**src/uir_pkg.sv**
```systemverilog
// Constants for the serial interrupt-sharing configuration block.
// Assumes a byte-addressed AXI4-Lite register space, one 32-bit word per register.
package uir_pkg;
    // ==========================================================
    // Register byte offsets
    localparam logic [7:0] MODE_OFS    = 8'hf0;
    localparam logic [7:0] STAT_OFS    = 8'h00;
    localparam logic [7:0] MASK_OFS    = 8'h04;
    localparam logic [7:0] PIN_OFS     = 8'h08;
    // ==========================================================
    // Field positions
    localparam int         MODE_MIDI_BIT  = 0;
    localparam int         MODE_HS_BIT    = 1;
    localparam int         MODE_SHARE_BIT = 7;
    localparam int         MCR_AUX_BIT    = 2;
    localparam int         STAT_W         = 2;
    // ==========================================================
    // Reset values and bus answers
    localparam logic [7:0] MODE_RST    = 8'h00;
    localparam logic [7:0] MODE_KEEP   = 8'h83;
    localparam logic [1:0] STAT_RST    = 2'h0;
    localparam logic [1:0] MASK_RST    = 2'h0;
    localparam logic [1:0] RESP_OKAY   = 2'h0;
    localparam logic [1:0] RESP_SLVERR = 2'h2;
endpackage : uir_pkg

```
**src/uir_irq_route.sv**
```systemverilog
// Combines two serial channels' requests onto their interrupt pins.
// Assumes requests and auxiliary gating bits come from logic on the same clock.
`timescale 1ns/100ps
`default_nettype none
module uir_irq_route (
    // Channel requests and gating
    input  wire logic req1,
    input  wire logic req2,
    input  wire logic aux1,
    input  wire logic aux2,
    input  wire logic share,
    // Pin drive and enable
    output logic      drv1,
    output logic      oe1,
    output logic      drv2,
    output logic      oe2
);
    logic anyReq;

    // ==========================================================
    // Pin combining
    always_comb begin
        anyReq = (aux1 & req1) | (aux2 & req2);
        if (share) begin
            oe1  = aux1 | aux2;
            oe2  = aux1 | aux2;
            drv1 = anyReq;
            drv2 = anyReq;
        end else begin
            oe1  = aux1;
            oe2  = aux2;
            drv1 = aux1 & req1;
            drv2 = aux2 & req2;
        end
    end
endmodule : uir_irq_route
`default_nettype wire

```
**src/uir_top.sv**
```systemverilog
// Mode register and interrupt pin routing for two serial channels, AXI4-Lite slave.
// Assumes channel requests and modem control bytes arrive from logic on clk.
`timescale 1ns/100ps
`default_nettype none
module uir_top
    import uir_pkg::*;
#(
    parameter int ADDR_W = 8
) (
    // Clock and reset
    input  wire logic              clk,
    input  wire logic              reset,
    // AXI4-Lite write address and data
    input  wire logic [ADDR_W-1:0] s_axi_awaddr,
    input  wire logic              s_axi_awvalid,
    output logic                   s_axi_awready,
    input  wire logic [31:0]       s_axi_wdata,
    input  wire logic [3:0]        s_axi_wstrb,
    input  wire logic              s_axi_wvalid,
    output logic                   s_axi_wready,
    // AXI4-Lite write response
    output logic [1:0]             s_axi_bresp,
    output logic                   s_axi_bvalid,
    input  wire logic              s_axi_bready,
    // AXI4-Lite read
    input  wire logic [ADDR_W-1:0] s_axi_araddr,
    input  wire logic              s_axi_arvalid,
    output logic                   s_axi_arready,
    output logic [31:0]            s_axi_rdata,
    output logic [1:0]             s_axi_rresp,
    output logic                   s_axi_rvalid,
    input  wire logic              s_axi_rready,
    // Serial channel requests and modem control
    input  wire logic              firstChanReq,
    input  wire logic              secondChanReq,
    input  wire logic [7:0]        firstModemCtrl,
    input  wire logic [7:0]        secondModemCtrl,
    // Interrupt pins
    output logic                   firstIrqOut,
    output logic                   firstIrqOe,
    output logic                   secondIrqOut,
    output logic                   secondIrqOe,
    // Mode outputs and summary interrupt
    output logic                   midiEnable,
    output logic                   highSpeedEnable,
    output logic                   shareIrq,
    output logic                   irq
);
    // ==========================================================
    // Parameter check, refused at elaboration: the decoder needs byte offsets up to 0xf0
    if (ADDR_W < 8) begin : g_addrWidthCheck
        $error("uir_top: ADDR_W must be at least 8");
    end

    // ==========================================================
    // Declarations
    logic              awReady_q, awReady_d, wReady_q, wReady_d;
    logic              bValid_q, bValid_d, arReady_q, arReady_d;
    logic              rValid_q, rValid_d;
    logic [1:0]        bResp_q, bResp_d, rResp_q, rResp_d;
    logic [31:0]       rData_q, rData_d, wData_q, wData_d;
    logic [3:0]        wStrb_q, wStrb_d;
    logic [7:0]        awAddr_q, awAddr_d;
    logic [7:0]        mode_q, mode_d;
    logic [STAT_W-1:0] stat_q, stat_d, mask_q, mask_d;
    logic [1:0]        reqPrev_q;
    logic              irq_q, irq_d;
    logic              pinDrv1, pinOe1, pinDrv2, pinOe2;
    logic              pinDrv1_q, pinOe1_q, pinDrv2_q, pinOe2_q;
    logic              doWrite, wrHit;
    logic [7:0]        rdAddr;
    logic [STAT_W-1:0] events;

    // ==========================================================
    // Interrupt pin combining
    uir_irq_route u_route (
        .req1  (firstChanReq),
        .req2  (secondChanReq),
        .aux1  (firstModemCtrl[MCR_AUX_BIT]),
        .aux2  (secondModemCtrl[MCR_AUX_BIT]),
        .share (mode_q[MODE_SHARE_BIT]),
        .drv1  (pinDrv1),
        .oe1   (pinOe1),
        .drv2  (pinDrv2),
        .oe2   (pinOe2)
    );

    // ==========================================================
    // Write channel: address and data taken in either order
    always_comb begin
        awReady_d = awReady_q;
        wReady_d  = wReady_q;
        awAddr_d  = awAddr_q;
        wData_d   = wData_q;
        wStrb_d   = wStrb_q;
        bValid_d  = bValid_q;
        bResp_d   = bResp_q;
        doWrite   = 1'b0;
        wrHit     = 1'b0;
        if (s_axi_awvalid && awReady_q) begin
            awAddr_d  = s_axi_awaddr[7:0];
            awReady_d = 1'b0;
        end
        if (s_axi_wvalid && wReady_q) begin
            wData_d  = s_axi_wdata;
            wStrb_d  = s_axi_wstrb;
            wReady_d = 1'b0;
        end
        if (!awReady_q && !wReady_q && !bValid_q) begin
            doWrite  = 1'b1;
            wrHit    = (awAddr_q == MODE_OFS) || (awAddr_q == STAT_OFS)
                    || (awAddr_q == MASK_OFS) || (awAddr_q == PIN_OFS);
            bValid_d = 1'b1;
            bResp_d  = wrHit ? RESP_OKAY : RESP_SLVERR;
        end
        if (bValid_q && s_axi_bready) begin
            bValid_d  = 1'b0;
            awReady_d = 1'b1;
            wReady_d  = 1'b1;
        end
    end

    always_ff @(posedge clk) begin
        if (reset) begin
            awReady_q <= 1'b1;
            wReady_q  <= 1'b1;
            awAddr_q  <= 8'h00;
            wData_q   <= 32'h0000_0000;
            wStrb_q   <= 4'h0;
            bValid_q  <= 1'b0;
            bResp_q   <= RESP_OKAY;
        end else begin
            awReady_q <= awReady_d;
            wReady_q  <= wReady_d;
            awAddr_q  <= awAddr_d;
            wData_q   <= wData_d;
            wStrb_q   <= wStrb_d;
            bValid_q  <= bValid_d;
            bResp_q   <= bResp_d;
        end
    end

    // ==========================================================
    // Mode, status and mask registers
    always_comb begin
        mode_d = mode_q;
        mask_d = mask_q;
        stat_d = stat_q;
        events = {secondChanReq & ~reqPrev_q[1], firstChanReq & ~reqPrev_q[0]};
        if (doWrite && wStrb_q[0]) begin
            if (awAddr_q == MODE_OFS) begin
                mode_d = wData_q[7:0] & MODE_KEEP;
            end
            if (awAddr_q == MASK_OFS) begin
                mask_d = wData_q[STAT_W-1:0];
            end
            if (awAddr_q == STAT_OFS) begin
                stat_d = stat_q & ~wData_q[STAT_W-1:0];
            end
        end
        stat_d = stat_d | events;                    // Set wins over clear
        irq_d  = |(stat_d & mask_d);
    end

    always_ff @(posedge clk) begin
        if (reset) begin
            mode_q    <= MODE_RST;
            mask_q    <= MASK_RST;
            stat_q    <= STAT_RST;
            reqPrev_q <= 2'h0;
            irq_q     <= 1'b0;
        end else begin
            mode_q    <= mode_d;
            mask_q    <= mask_d;
            stat_q    <= stat_d;
            reqPrev_q <= {secondChanReq, firstChanReq};
            irq_q     <= irq_d;
        end
    end

    // ==========================================================
    // Read channel: one cycle after the address is taken
    always_comb begin
        arReady_d = arReady_q;
        rValid_d  = rValid_q;
        rData_d   = rData_q;
        rResp_d   = rResp_q;
        rdAddr    = s_axi_araddr[7:0];
        if (s_axi_arvalid && arReady_q) begin
            arReady_d = 1'b0;
            rValid_d  = 1'b1;
            rResp_d   = RESP_OKAY;
            rData_d   = 32'h0000_0000;
            case (rdAddr)
                MODE_OFS: rData_d[7:0]        = mode_q;
                STAT_OFS: rData_d[STAT_W-1:0] = stat_q;
                MASK_OFS: rData_d[STAT_W-1:0] = mask_q;
                PIN_OFS:  rData_d[3:0]        = {pinOe2_q, pinDrv2_q, pinOe1_q, pinDrv1_q};
                default:  rResp_d             = RESP_SLVERR;
            endcase
        end
        if (rValid_q && s_axi_rready) begin
            rValid_d  = 1'b0;
            arReady_d = 1'b1;
        end
    end

    always_ff @(posedge clk) begin
        if (reset) begin
            arReady_q <= 1'b1;
            rValid_q  <= 1'b0;
            rData_q   <= 32'h0000_0000;
            rResp_q   <= RESP_OKAY;
        end else begin
            arReady_q <= arReady_d;
            rValid_q  <= rValid_d;
            rData_q   <= rData_d;
            rResp_q   <= rResp_d;
        end
    end

    // ==========================================================
    // Pin registers, one cycle behind the combining logic
    always_ff @(posedge clk) begin
        if (reset) begin
            pinDrv1_q <= 1'b0;
            pinOe1_q  <= 1'b0;
            pinDrv2_q <= 1'b0;
            pinOe2_q  <= 1'b0;
        end else begin
            pinDrv1_q <= pinDrv1;
            pinOe1_q  <= pinOe1;
            pinDrv2_q <= pinDrv2;
            pinOe2_q  <= pinOe2;
        end
    end

    // ==========================================================
    // Output assignments
    assign s_axi_awready   = awReady_q;
    assign s_axi_wready    = wReady_q;
    assign s_axi_bvalid    = bValid_q;
    assign s_axi_bresp     = bResp_q;
    assign s_axi_arready   = arReady_q;
    assign s_axi_rvalid    = rValid_q;
    assign s_axi_rdata     = rData_q;
    assign s_axi_rresp     = rResp_q;
    assign firstIrqOut     = pinDrv1_q;
    assign firstIrqOe      = pinOe1_q;
    assign secondIrqOut    = pinDrv2_q;
    assign secondIrqOe     = pinOe2_q;
    assign midiEnable      = mode_q[MODE_MIDI_BIT];
    assign highSpeedEnable = mode_q[MODE_HS_BIT];
    assign shareIrq        = mode_q[MODE_SHARE_BIT];
    assign irq             = irq_q;
endmodule : uir_top
`default_nettype wire

```
**config.mk**
```make
export PLATFORM = sky130hd
export DESIGN_NAME = uir_top
export DESIGN_NICKNAME = d
export VERILOG_FILES = /design/src/uir_pkg.sv /design/src/uir_irq_route.sv /design/src/uir_top.sv
export SDC_FILE = /design/constraint.sdc
export NUM_CORES = 1
export LEC_CHECK = 0
export BUFFER_PORTS_ARGS = -buffer_cell sky130_fd_sc_hd__buf_2
export CELL_PAD_IN_SITES_DETAIL_PLACEMENT = 0
export CELL_PAD_IN_SITES_GLOBAL_PLACEMENT = 2
export CORE_UTILIZATION = 23
export CTS_BUF_LIST = sky130_fd_sc_hd__clkbuf_4
export CTS_CLUSTER_SIZE = 40
export DETAILED_ROUTE_END_ITERATION = 6
export PLACE_DENSITY_LB_ADDON = 0.1
export SLEW_MARGIN = 10
export SYNTH_ARGS = -nofsm -noshare
export SYNTH_HDL_FRONTEND = slang
export SYNTH_SLANG_ARGS = --single-unit
```
**constraint.sdc**
```tcl
create_clock -name clk -period 2 [get_ports clk]
set_input_delay 0.4 -clock clk [delete_from_list [all_inputs] [get_ports clk]]
set_output_delay 0.4 -clock clk [all_outputs]
set_load 0.005 [all_outputs]
```
## Yosys cells after proc, flatten, opt, wreduce, memory -nomap -nowiden

Index checks and enable logic that the tools add are counted.

| storage, ports and cells | value |
|---|---|
| register bits | 48 |
| input port bits | 77 |
| output and inout bits | 49 |
| logic and storage cells | 73 |

| cells by class | value |
|---|---|
| equality and inequality tests | 6 |
| muxes and demuxes | 14 |
| bitwise gates (word level) | 12 |
| reduce and logical (&&, ||, !) cells | 21 |

Operators with widths:

| cell | count |
|---|---|
| 8-bit by 3-bit equality test with 1-bit output (second input constant) | 2 |
| 8-bit by 4-bit equality test with 1-bit output (second input constant) | 2 |
| 8-bit equality test (second input constant) | 2 |
| 8-bit logical NOT | 2 |
| 2-bit 2-to-1 mux | 7 |
| 1-bit logical AND | 8 |
| 2-bit one-hot mux with 4 select lines | 1 |
| 2-bit OR reduction | 3 |
| 1-bit 2-to-1 mux | 5 |
| 1-bit AND | 4 |
| 2-bit AND | 2 |
| 4-bit 2-to-1 mux | 1 |
| 4-bit OR reduction | 1 |
| 1-bit logical NOT | 3 |
| 1-bit logical OR | 3 |
| 1-bit inverter | 2 |
| 2-bit inverter | 1 |
| 1-bit bitwise OR | 2 |
| 2-bit bitwise OR | 1 |
| 2-bit AND reduction | 1 |

## Depth between registers and ports, before layout

Gate-level depths: netlist of the first run.

| depth | value |
|---|---|
| depth in word-level cells | 9 |
| depth in mapped cells | 5 |
| depth with buffers taken out | 4 |

## Hierarchy

Synthesis of the first run repeated with hierarchy kept, for this count alone.

| second synthesis, totals | value |
|---|---|
| cell total of the unflattened synthesis | 211 |
| area total of the unflattened synthesis | 1840.5 um^2 |

By module, submodules not included:

| module | times used | cells an instance | area each (um^2) | sequential area each (um^2) |
|---|---|---|---|---|
| uir_top | 1 | 207 | 1803.0 | 760.7 |
| uir_irq_route | 1 | 4 | 37.5 | 0.0 |

## Worst setup path after synthesis of the first run

Ideal clock, no wire load.

| path | value |
|---|---|
| kind | input-to-reg |
| start | input port s_axi_araddr[7] |
| end | register rData_q[1], in the netlist s_axi_rdata[1] |
| library setup time | 0.059 ns |
| arrival | 1.410 ns |
| required time | 1.941 ns |
| setup slack | 0.531 ns |
| stages | 3 |
| path buffers | 0 |
| cell sequence | or4_4 a211oi_1 a22o_1 |

| on the way | value |
|---|---|
| longest elaborated chain between the ends | 2 |
| elaborated cells on any way between the ends | 5 |
| classes of those cells | eq/ne (3); mux (1); reduce/logical (1) |

RTL lines:

| element | RTL line | source |
|---|---|---|
| start, declared | uir_top.sv:26 | `input wire logic [ADDR_W-1:0] s_axi_araddr,` |
| 8-bit by 4-bit equality test with 1-bit output (tied with other cells) | uir_top.sv:194 | `case (rdAddr)` |
| 2-bit one-hot mux with 4 select lines (*) | uir_top.sv:194 |  |
| end signal, assigned | uir_top.sv:217 | `rData_q <= rData_d;` |
| end, declared | uir_top.sv:61 | `logic [31:0] rData_q, rData_d, wData_q, wData_d;` |

Mark *: on every way between the ends. The rest lies on a longest branch, timed or not.
A chain may end at the register's enable or synchronous reset.

## Worst setup path in the final report of the first run

| path | value |
|---|---|
| start | register awAddr_q[3] |
| end | register irq_q, in the netlist irq |

| on the way | value |
|---|---|
| longest elaborated chain between the ends | 6 |
| elaborated cells on any way between the ends | 9 |
| classes of those cells | eq/ne (1); mux (4); bitwise (2); reduce/logical (2) |

RTL lines:

| element | RTL line | source |
|---|---|---|
| start, declared | uir_top.sv:63 | `logic [7:0] awAddr_q, awAddr_d;` |
| start signal, assigned | uir_top.sv:135 | `awAddr_q <= awAddr_d;` |
| 8-bit logical NOT | uir_top.sv:157 | `if (awAddr_q == STAT_OFS) begin` |
| 2-bit 2-to-1 mux | uir_top.sv:157 |  |
| 2-bit 2-to-1 mux | uir_top.sv:150 | `if (doWrite && wStrb_q[0]) begin` |
| 2-bit bitwise OR | uir_top.sv:161 | `stat_d = stat_d \| events;` |
| 2-bit AND (*) | uir_top.sv:162 | `irq_d = \|(stat_d & mask_d);` |
| 2-bit OR reduction (*) | uir_top.sv:162 |  |
| end signal, assigned | uir_top.sv:177 | `irq_q <= irq_d;` |
| end, declared | uir_top.sv:67 | `logic irq_q, irq_d;` |

Marks and branches as above.

==> metrics list, run 1 <==
- Outcome: finished, final reports clean
- Max Cap Viol: 0
* Clock tree from TritonCTS: built
* Synth warnings: 0
* Cell chosen for the clock root: sky130_fd_sc_hd__clkbuf_4
- For this run, the slowest stage of the critical path takes 420 ps.
- Maximum number of pins on one net before global-route repair: 17
- Synth top area share: 0.425
- Average size of a mapped cell: 8.68 µm²
- Crit start category: register
* Initial antenna violation count: 0
* Slowest stage cell, crit path: sky130_fd_sc_hd__nor4b_1
* Vias in the first global route: 1408
- Critical path fanouts, max: 5
- In this run the number of H-tree levels came out at 2.
- The number of failing hold endpoints at the final stage is 0.
- Area taken by multi-input logic gates: 865 µm²
* Global-route wire length before repair: 7090 µm
* Type of the worst setup path: register to register
- The congestion estimate from routability-driven global placement came to 0.695.
* Most common cell after layout, fill and taps aside: sky130_fd_sc_hd__buf_2
- Total clock buffers created by CTS: 5
- Die Y-Extent: 90.2 µm
- Routed wire length: 4220 µm
- Buffers inserted to repair hold after CTS numbered 0.
- At the worst endpoint, the required time is 2230 ps.
- Of the available clock period, the critical path in the final layout requires 0.782.
- The longest clock path from root to sink contains 2 buffers.
* Post-synth EDFFs: 0
* Global route overflow: 0
* Finish-stage setup viols: 0
- Traced cell by cell, the critical path runs through nor4b_1, nand3_1, mux2i_1, o32ai_1.
- DIE AREA: 8130 µm²
- After clock tree synthesis, the repair step resized 0 gates.
- Static timing analysis puts the maximum clock frequency at 639 MHz.
- For this design the ratio of total power to cell area is 662 nW/µm².
- Count of TritonRoute iterations in the first routing pass: 4
* R2R cell count: 4
* Std cell rows: 31
* Cells taking the most area after synthesis: sky130_fd_sc_hd__dfxtp_1, sky130_fd_sc_hd__buf_4, sky130_fd_sc_hd__a21oi_1
- Capturing point of the worst reg2reg path: irq$_SDFF_PP0_
- Clock slew at reported path FFs: 110 ps
- In this run the register-to-register setup slack is 440 ps.
- Setup Total Neg Slack: 0 ps
- CTS saw 38 sinks.
- Total number of vias: 1508
- Between clock sinks in the finished design, the worst skew comes to 4.30 ps.
* Critical path buffer and inverter count: 0
- Number of synthesized register bits: 38
- Post-layout net count: 337
- Via count normalized by instance count: 4.20
* Final Slew Violations: 0
- The sequential cells in the finished layout cover a total of 761 µm².
- RSZ-0062 raised after global routing: no
- The top cell types in the final layout, fill and taps aside, are sky130_fd_sc_hd__buf_2, sky130_fd_sc_hd__dfxtp_1, sky130_fd_sc_hd__conb_1.
- In this run the tool buffered the top-level ports with 50 buffer cells.
- WL/cell: 11.8 µm
* Post-detailed-route count of antenna-violating nets: 0
* GRT Resource Usage Total: 0.110
- Fill count: 833
- After floorplanning, the core was sized to cover 7370 µm².
* Proportion of synthesized chip area in sequential cells: 0.425
- The first routing iteration left 69 violations.
- The clock reaches the later pin of the worst-skew pair after 330 ps.
- Crit Reg-Reg Startpoint: awAddr_q[3]$_SDFFE_PP0P_
- The worst-case IR drop observed on VDD is 0.183 mV.
- From left edge to right edge, the die measures 90.2 µm.
- Post-Syn Instances: 206
* Proportion of synthesized flip-flops having asynchronous set or reset: 0
- STA puts the critical path data arrival time at 1790 ps.
* Area added between synthesis and finish: 18.3%
- The design draws 0.00140 W.
- 126 I/O pins were placed.
- Min-delay src: s_axi_rready
* Residual DRC: 0
- Most area-hungry cell type in the Yosys netlist: sky130_fd_sc_hd__dfxtp_1
- Netlist area before placement: 1790 µm²
- Distinct cells, synth: 33
- Endpoint of the worst hold path: s_axi_arready$_SDFFE_PP1P_
* Predominant post-synthesis flop cell: sky130_fd_sc_hd__dfxtp_1
- The number of antenna diodes in the final layout is 0.
- Static leakage power: 0.974 nW
- CP endpoint kind: register
- DPL Wire Length: 3330 µm
* Min-Delay Path Class: primary input to register
* Period minus WS final: 1560 ps
* Fraction of final layout cells with drive strength greater than 1: 0.265
* Count of buffers added by post-CTS timing repair for setup: 0
- Initial Util: 0.243
- Hold path depth: 2
- The cell family contributing the most delay on the critical path is simple AND/OR/NAND/NOR gates.
## through the flow
step	area (µm²)	hold slack (ps)	worst slack, ps	cells	util
global placement	2060	441	314	352	0.280
floorplan	1890	436	531	234	-
global route	2120	265	241	359	0.287
detailed placement	2060	446	310	352	0.280
finish	2120	295	436	359	0.287
CTS	2120	271	363	359	0.287
## cell type report
class / count / area share
Inverter: 5 / 0.00887
Timing Repair Buffer: 56 / 0.140
Multi-Input combinational cell: 154 / 0.409
Tap cell: 99 / 0.0585
Clock buffer: 7 / 0.0248
Sequential cell: 38 / 0.360
## state kept, by name, summed over array words and instances (netlist names)
| name | flops |
|---|---|
| awAddr_q | 8 |
| firstIrqOe | 1 |
| firstIrqOut | 1 |
| irq | 1 |
| mask_q | 2 |
| mode_q | 3 |
| reqPrev_q | 2 |
| s_axi_arready | 1 |
| s_axi_awready | 1 |
| s_axi_bresp | 1 |
| s_axi_bvalid | 1 |
| s_axi_rdata | 5 |
| s_axi_rresp | 1 |
| s_axi_rvalid | 1 |
| s_axi_wready | 1 |
| secondIrqOe | 1 |
| secondIrqOut | 1 |
| stat_q | 2 |
| wData_q | 3 |
| wStrb_q | 1 |
## power breakdown
| part | switching (W) | internal [W] | total, W |
|---|---|---|---|
| Sequential | 0.0000279 | 0.000790 | 0.000818 |
| Clock | 0.000239 | 0.000160 | 0.000399 |
| Combinational | 0.000104 | 0.0000801 | 0.000184 |
## how the worst max path moves through the flow
stage / from / end / slack [ps] / cells past startpoint
4_1_cts: awAddr_q[3]$_SDFFE_PP0P_ / irq$_SDFF_PP0_ / 360 / 4
2_1_floorplan: s_axi_araddr[7] / s_axi_rdata[1]$_SDFFE_PP0P_ / 530 / 3
3_3_place_gp: s_axi_araddr[7] / s_axi_rdata[1]$_SDFFE_PP0P_ / 310 / 4
5_1_grt: awAddr_q[3]$_SDFFE_PP0P_ / irq$_SDFF_PP0_ / 240 / 4
3_5_place_dp: s_axi_araddr[7] / s_axi_rdata[1]$_SDFFE_PP0P_ / 310 / 4
6_report: awAddr_q[3]$_SDFFE_PP0P_ / irq$_SDFF_PP0_ / 440 / 4
## cells in the mapped netlist, types with 2 or more instances
cell type and count:
sky130_fd_sc_hd__inv_1 5, sky130_fd_sc_hd__o21ai_0 3, sky130_fd_sc_hd__nand3_1 17, sky130_fd_sc_hd__mux2i_1 7
sky130_fd_sc_hd__clkbuf_1 6, sky130_fd_sc_hd__a21oi_1 25, sky130_fd_sc_hd__nand2_1 20, sky130_fd_sc_hd__buf_4 29
sky130_fd_sc_hd__nor2b_1 9, sky130_fd_sc_hd__nor4b_4 2, sky130_fd_sc_hd__nand4_1 4, sky130_fd_sc_hd__nor2_1 14
sky130_fd_sc_hd__o2bb2ai_1 2, sky130_fd_sc_hd__dfxtp_1 38, sky130_fd_sc_hd__a22o_1 4, sky130_fd_sc_hd__a32oi_1 2
sky130_fd_sc_hd__nor3_1 3
## worst register-to-register path, cell delays in order, from the launching register on
cell                      delay, ps
sky130_fd_sc_hd__dfxtp_1        380
sky130_fd_sc_hd__nor4b_1        420
sky130_fd_sc_hd__nand3_1        210
sky130_fd_sc_hd__mux2i_1        180
sky130_fd_sc_hd__o32ai_1        270
## per-layer routing
layer | GRT usage | vias up | wire (µm)
li1 | - | 766 | -
met1 | 0.144 | 687 | 2070
met2 | 0.167 | 51 | 1850
met3 | 0.0338 | 4 | 243
met4 | 0.0444 | 0 | 55
met5 | 0 | - | 0
## kinds of logic after synthesis
kind of cell,share of synthesized area
buf+inv,0.150
compound gates,0.132
mux,0.0455
simple gates,0.245
other cells,0.00210
flops,0.425
Power figures use the tool's default switching activity.
==> run 2, diff against run 1 <==
Settings changed: ABC_AREA from default to 1, CORE_UTILIZATION 23 to 21.
Clock period 2 ns to 1.54 ns, I/O delays scaled along.
==> metrics list, run 2 <==
- The number of port buffers was 50 (unchanged).
* Initial antenna violation count: 0 (unchanged)
- The clock latency on the worst-skew pair was 350 ps (+20 ps).
- The violation count after the first detailed-routing iteration was 32 (-54%).
* Maximum number of pins on one net before global-route repair: 22 (+5)
- The worst setup path is launched from a register.
* Global-route wire length before repair: 6940 µm (-2.1%)
- The number of flip-flops under the largest register name came to 8 (unchanged).
* Final Slew Violations: 0 (unchanged)
* Sequence of cells on the critical path: buf_2
- Min-Delay Path Class: primary input to register
* Post-synth EDFFs: 0 (unchanged)
- CP endpoint kind: output pin
- Fill count: 1027 (+23%)
- The horizontal die dimension is 96.5 µm (+7.0%).
* Core region area: 8680 µm² (+18%)
- The number of placed I/O pins is 126 (unchanged).
* Netlist area before placement: 1880 µm² (+4.9%)
- Cell chosen for the clock root: sky130_fd_sc_hd__clkbuf_4
- RSZ-0062 raised after global routing: no
- Total clock buffers created by CTS: 5 (unchanged)
- Yosys instantiated no cell more often than sky130_fd_sc_hd__nand2_1.
* Global placement routability congestion: 0.705 (+1.5%)
- The worst setup path is of the register to output pin kind.
* Area added between synthesis and finish: 18.6%
- The longest individual stage delay on the worst path was 440 ps (+20 ps).
* Distinct cells, synth: 30 (-9.1%)
* Fraction of final layout cells with drive strength greater than 1: 0.276 (+0.0106)
- Number of synthesized register bits: 38 (unchanged)
- Depth of the CTS H-tree: 2 (unchanged)
* Post-CTS resize count: 0 (unchanged)
* Count of TritonRoute iterations in the first routing pass: 4 (unchanged)
- The number of standard cells after synthesis is 254 (+23%).
- Synth top area share: 0.406 (-0.0199)
* Residual DRC: 0 (unchanged)
- The synthesized design spends more area on one cell type than any other, namely sky130_fd_sc_hd__dfxtp_1.
* WL/cell: 10.4 µm (-11%)
- The starting density of the core was 0.216 (-0.0265).
- The number of failing hold endpoints at the final stage is 0 (unchanged).
- The combined area of the multi-input logic cells came to 872 µm² (+0.87%).
* Setup Total Neg Slack: 0 ps (unchanged)
- Period minus WS final: 1240 ps
- Count of buffers added by post-CTS timing repair for setup: 0 (unchanged)
- Cells taking the most area after synthesis: sky130_fd_sc_hd__dfxtp_1, sky130_fd_sc_hd__buf_4, sky130_fd_sc_hd__nand2_1
- Top cell types by occurrence after synthesis: sky130_fd_sc_hd__nand2_1, sky130_fd_sc_hd__dfxtp_1, sky130_fd_sc_hd__buf_4, sky130_fd_sc_hd__nor2_1, sky130_fd_sc_hd__a21oi_1
- The number of instances in the placed design was 408 (+16%).
- Data arrival time at the worst-slack endpoint: 930 ps (-860 ps)
- Via count normalized by instance count: 3.81 (-9.2%)
* Post-layout instance count excluding filler cells: 416 (+16%)
- The number of buffers on the longest clock path is 2 (unchanged).
- DPL Wire Length: 3460 µm (+4.0%)
- Power density over cell area: 926 nW/µm² (+40%)
* Proportion of synthesized flip-flops having asynchronous set or reset: 0 (unchanged)
* Static leakage power: 1.10 nW (+13%)
- Slowest stage cell, crit path: sky130_fd_sc_hd__dfxtp_1
- Peak Freq: 805 MHz
* Critical path buffer and inverter count: 1 (+1)
- Post-detailed-route count of antenna-violating nets: 0 (unchanged)
* Total of hold buffers inserted after clock tree synthesis: 0 (unchanged)
- TritonCTS built the clock tree.
* Average size of a mapped cell: 7.38 µm² (-15%)
* Outcome: finished, final reports clean
- The CTS clock-pin slew for the worst setup and hold paths is 130 ps (+20 ps).
- Critical path's top delay family: flip-flops
- Most common cell after layout, fill and taps aside: sky130_fd_sc_hd__buf_2
- Of the available clock period, the critical path in the final layout requires 0.807.
- The portion of the post-synthesis area used by sequential elements came to 0.406 (-0.0199).
- Maximum resistive drop on vdd: 0.298 mV (+63%)
- Endpoint required time on the critical path: 1230 ps (-1000 ps)
* Vias in the first global route: 1482 (+5.3%)
* GRT Resource Usage Total: 0.0998 (-0.0102)
* Final-layout worst hold slack: 145 ps (-150 ps)
- The maximum clock skew at final layout was 15.0 ps (+10.7 ps).
* Std cell rows: 34 (+9.7%)
- The clock net sink count was 38 (unchanged).
* Final core utilization: 0.256 (-0.0308)
- In the synthesized netlist the dominant register cell turns out to be sky130_fd_sc_hd__dfxtp_1.
- The detailed-route wire length was 4340 µm (+2.8%).
- Global route overflow: 0 (unchanged)
* Highest-count cells in the layout ignoring fill and taps: sky130_fd_sc_hd__buf_2, sky130_fd_sc_hd__nand2_1, sky130_fd_sc_hd__dfxtp_1
- Die Y-Extent: 96.5 µm (+7.0%)
- Total number of vias: 1587 (+5.2%)
- Ant. Diodes: 0 (unchanged)
* Synth warnings: 0 (unchanged)
- The area enclosed by the die boundary is 9310 µm² (+15%).
* Critical path fanouts, max: 5 (unchanged)
- The max-capacitance violation count came to 0 (unchanged).
* Finish-stage setup viols: 0 (unchanged)
* Post-layout net count: 384 (+14%)
- The footprint of the flip-flops and latches is 761 µm² (unchanged).
- Counting flops per register, the top entry is awAddr_q.
==> run 2: cell types whose count changed after synthesis, moves of 5 or more <==
cell                      delta
sky130_fd_sc_hd__nor2b_1     -9
sky130_fd_sc_hd__mux2i_1     -7
sky130_fd_sc_hd__inv_1      +11
sky130_fd_sc_hd__o21ai_0    +14
sky130_fd_sc_hd__nand2_1    +22
sky130_fd_sc_hd__nor2_1     +15
sky130_fd_sc_hd__nor2_2      +5
sky130_fd_sc_hd__o21ai_1     +7
sky130_fd_sc_hd__inv_2      +10
==> run 2: area by class of cell <==
type / instances / share of cell area
Clock inverter: 3 / 0.0180
Tap cell: 108 / 0.0607
Inverter: 27 / 0.0456
Clock buffer: 5 / 0.0169
Multi-Input combinational cell: 183 / 0.392
Sequential cell: 38 / 0.342
Timing Repair Buffer: 52 / 0.125
==> run 2: through the flow <==
stage	power (W)	worst slack, ps	instance area (µm²)
finish	0.00206	298	2220
global route	0.00220	181	2220
CTS	0.00211	269	2220
detailed placement	0.00140	224	2150
global placement	0.00140	230	2150
floorplan	0.00134	488	1980
==> run 2: cell families after synthesis <==
| kind of cell | count (synthesis) | synth area share |
|---|---|---|
| and+or+nand+nor | 102 | 0.261 |
| DFF | 38 | 0.406 |
| other | 1 | 0.00200 |
| buffers and inverters | 61 | 0.185 |
| AOI/OAI and AO/OA | 52 | 0.146 |
==> run 2: report_power, final <==
part / internal [W] / total, W / switching, W / leakage (nW)
clock network: 0.000337 / 0.000687 / 0.000351 / 0.0450
registers: 0.00104 / 0.00108 / 0.0000376 / 0.313
logic: 0.000114 / 0.000295 / 0.000181 / 0.740
total: 0.00149 / 0.00206 / 0.000569 / 1.10
==> run 2: worst paths after layout <==
| path | start | endpoint | slack (ps) | cells after the start |
|---|---|---|---|---|
| worst min-delay path | s_axi_awvalid | s_axi_awready$_SDFFE_PP1P_ | 150 | 2 |
| worst max-delay path | mode_q[7]$_SDFFE_PP0P_ | shareIrq | 300 | 1 |
| worst max register to register | awAddr_q[7]$_SDFFE_PP0P_ | irq$_SDFF_PP0_ | 350 | 8 |
| worst min register to register | s_axi_rdata[1]$_SDFFE_PP0P_ | s_axi_rdata[1]$_SDFFE_PP0P_ | 470 | 2 |
==> run 2: metal layers <==
metal / wire (µm) / up-vias / global-route usage
met5: 0 / - / 0
met4: 42 / 0 / 0.0331
met3: 262 / 4 / 0.0297
met2: 2140 / 43 / 0.169
met1: 1900 / 679 / 0.120
li1: - / 861 / -
==> run 3, diff against run 2 <==
Settings changed: ABC_AREA 1 to 0, CORE_UTILIZATION 21 to 20.
Clock period 1.54 ns to 1.1 ns, I/O delays scaled along.
==> metrics list, run 3 (same netlist as run 1, synthesis figures left out) <==
* Outcome: complete, but fails checks
* Violations in the final reports: setup timing
- The depth of the worst register-to-register path came to 5 (-3).
- The CTS clock-pin slew for the worst setup and hold paths came to 110 ps (-20 ps).
* Highest-count cells in the layout ignoring fill and taps: sky130_fd_sc_hd__buf_2, sky130_fd_sc_hd__conb_1, sky130_fd_sc_hd__buf_4
- The detailed-router iteration count before antenna repair was 4 (unchanged).
- Number of stages on the worst setup path: 5 (+4)
- Die width: 96.6 µm (about the same)
- The number of flip-flops under the largest register name was 8 (unchanged).
* Static leakage power: 1.12 nW (+2.2%)
- Setup repair after global routing could not meet its margin everywhere.
- The total number of placement rows came to 34 (unchanged).
- WL/cell: 12.0 µm (+16%)
- The number of buffers on the longest clock path was 2 (unchanged).
- The largest driver fanout on the critical path was 4 (-1).
- Post-layout net count: 361 (-6.0%)
- The die outline height is 96.6 µm (about the same).
- Worst clock skew on the final layout: 8.80 ps (-6.17 ps)
- The post-route cell area came to 2480 µm² (+11%).
- GRT Resource Usage Total: 0.107 (+0.00688)
* Total number of vias: 1584 (-0.19%)
* Register with the most flip-flops: awAddr_q
- In this run the clock root is driven by a sky130_fd_sc_hd__clkbuf_4.
- Global route overflow: 0 (unchanged)
- The pin count of the biggest net entering global routing was 14 (-36%).
- STA classifies the critical path startpoint as a register.
- Derived from the worst setup path, the maximum achievable clock frequency is 721 MHz.
- The setup total negative slack came to -2570 ps (-2570 ps).
- Area of placed instances: 2250 µm² (+5.0%)
* Global-route wire length before repair: 7510 µm (+8.2%)
- The startpoint identified for the worst register-to-register timing path is awAddr_q[7]$_SDFFE_PP0P_.
* Type of the worst setup path: register to register
* Critical path buffer and inverter count: 1 (unchanged)
- Initial antenna violation count: 0 (unchanged)
- DIE AREA: 9320 µm² (about the same)
- Data arrival time at the worst-slack endpoint: 1620 ps (+690 ps)
- Clock insertion delay at the later pin of the skew report: 330 ps (-20 ps)
- Vias in the first global route: 1492 (+0.67%)
- CP endpoint kind: register
- The violation count after the first detailed-routing iteration came to 65 (+100%).
- In this run the worst hold path is classified as primary input to register.
- The post-placement worst setup slack is -411 ps (-635 ps).
- Final Slew Violations: 0 (unchanged)
- The starting density of the core is 0.206 (-0.0101).
- Most common cell after layout, fill and taps aside: sky130_fd_sc_hd__buf_2
- Depth of the CTS H-tree: 2 (unchanged)
- The critical path starts at awAddr_q[7]$_SDFFE_PP0P_.
* Ant. Diodes: 0 (unchanged)
- Final critical-path share of the clock period: 1.26
- The kind of cell with the highest combined delay along the critical path is simple AND/OR/NAND/NOR gates.
- The max-capacitance violation count came to 0 (unchanged).
* Via count normalized by instance count: 4.04 (+5.9%)
* Slowest stage cell, crit path: sky130_fd_sc_hd__nor4_4
* CP max stage delay: 390 ps (-50 ps)
* Clock Sinks: 38 (unchanged)
* Min-delay src: s_axi_rready
- The cell count of the worst hold path is 2 (unchanged).
* Global placement routability congestion: 0.698 (-1.0%)
* Total clock buffers created by CTS: 5 (unchanged)
- The total half-perimeter wirelength after legalization and detailed placement was 3690 µm (+6.6%).
- The number of port buffers came to 50 (unchanged).
- TritonCTS built the clock tree.
- The final worst hold slack came to 115 ps (-30.1 ps).
- The final-report setup violation count is 14 (+14).
- The detailed-route wire length is 4720 µm (+8.8%).
- Residual DRC: 0 (unchanged)
* Area added between synthesis and finish: 38.5%
* Hold violation total from the final report: 0 (unchanged)
* Sequence of cells on the critical path: nor4_4, nand3_2, mux2i_1, buf_4, nor2_1
- The smallest clock period supported by the final layout is computed as 1390 ps.
* Smallest setup slack after layout: -286 ps (-584 ps)
- The power per standard cell area is 1080 nW/µm² (+17%).
* Maximum resistive drop on vdd: 0.407 mV (+37%)
- The number of placed I/O pins came to 126 (unchanged).
- Core region area: 8680 µm² (unchanged)
- Post-detailed-route count of antenna-violating nets: 0 (unchanged)
* Fraction of final layout cells with drive strength greater than 1: 0.451 (+0.175)
- The critical path required time is 1330 ps (+100 ps).
[run 3: cell count changes in the layout (fill, tap and decap cells not counted), sizes merged, moves of 4 or more]
cell   previous run  this run
o21ai            24         3
nand2            44        20
a22o              0         4
nor2b             0         9
mux2i             0         7
nor2             36        14
inv              26         5
buf              52        80
[run 3: repair_timing]
item	CTS	global route
hold buffers	0	0
endpoints found under the setup margin	17	36
buffers inserted	3	5
pin swaps	7	6
resized for setup	18	27
[run 3: final cells by class]
class	instances	area, µm²
Inverter	5	18.8
Tap cell	108	135
Clock buffer	7	52.6
Multi-Input combinational cell	154	955
Sequential cell	38	787
Timing Repair Buffer	80	528
Fill cell	989	6200
[run 3: power by group]
group,switching [W],total (W),internal [W],leakage [nW]
Combinational,0.000236,0.000473,0.000237,0.773
Clock,0.000431,0.000722,0.000291,0.0322
Sequential,0.0000485,0.00149,0.00144,0.318
[run 3: final timing paths]
| check | to | slack, ps |
|---|---|---|
| setup / recovery | mask_q[0]$_SDFF_PP0_ | -290 |
| hold / removal | s_axi_arready$_SDFFE_PP1P_ | 120 |
| setup reg to reg | mask_q[0]$_SDFF_PP0_ | -290 |
| hold reg to reg | s_axi_rdata[7]$_SDFFE_PP0P_ | 460 |
[run 3: per-stage QoR]
step / total power [W] / std cells / utilization
after floorplan: 0.00179 / 234 / -
after global placement: 0.00194 / 380 / 0.260
after detailed placement: 0.00194 / 380 / 0.260
after CTS: 0.00271 / 390 / 0.276
after global routing: 0.00288 / 392 / 0.285
final: 0.00268 / 392 / 0.285
[run 3: layer usage]
layer  vias to the layer above  routed length [µm]  share of wire  GRT usage
met2                        53                2120           0.45      0.161
met5                         -                   0              0          0
met3                         4                 279          0.059     0.0313
met4                         0                  51          0.011     0.0294
li1                        812                   -              -          -
met1                       715                2270           0.48      0.147
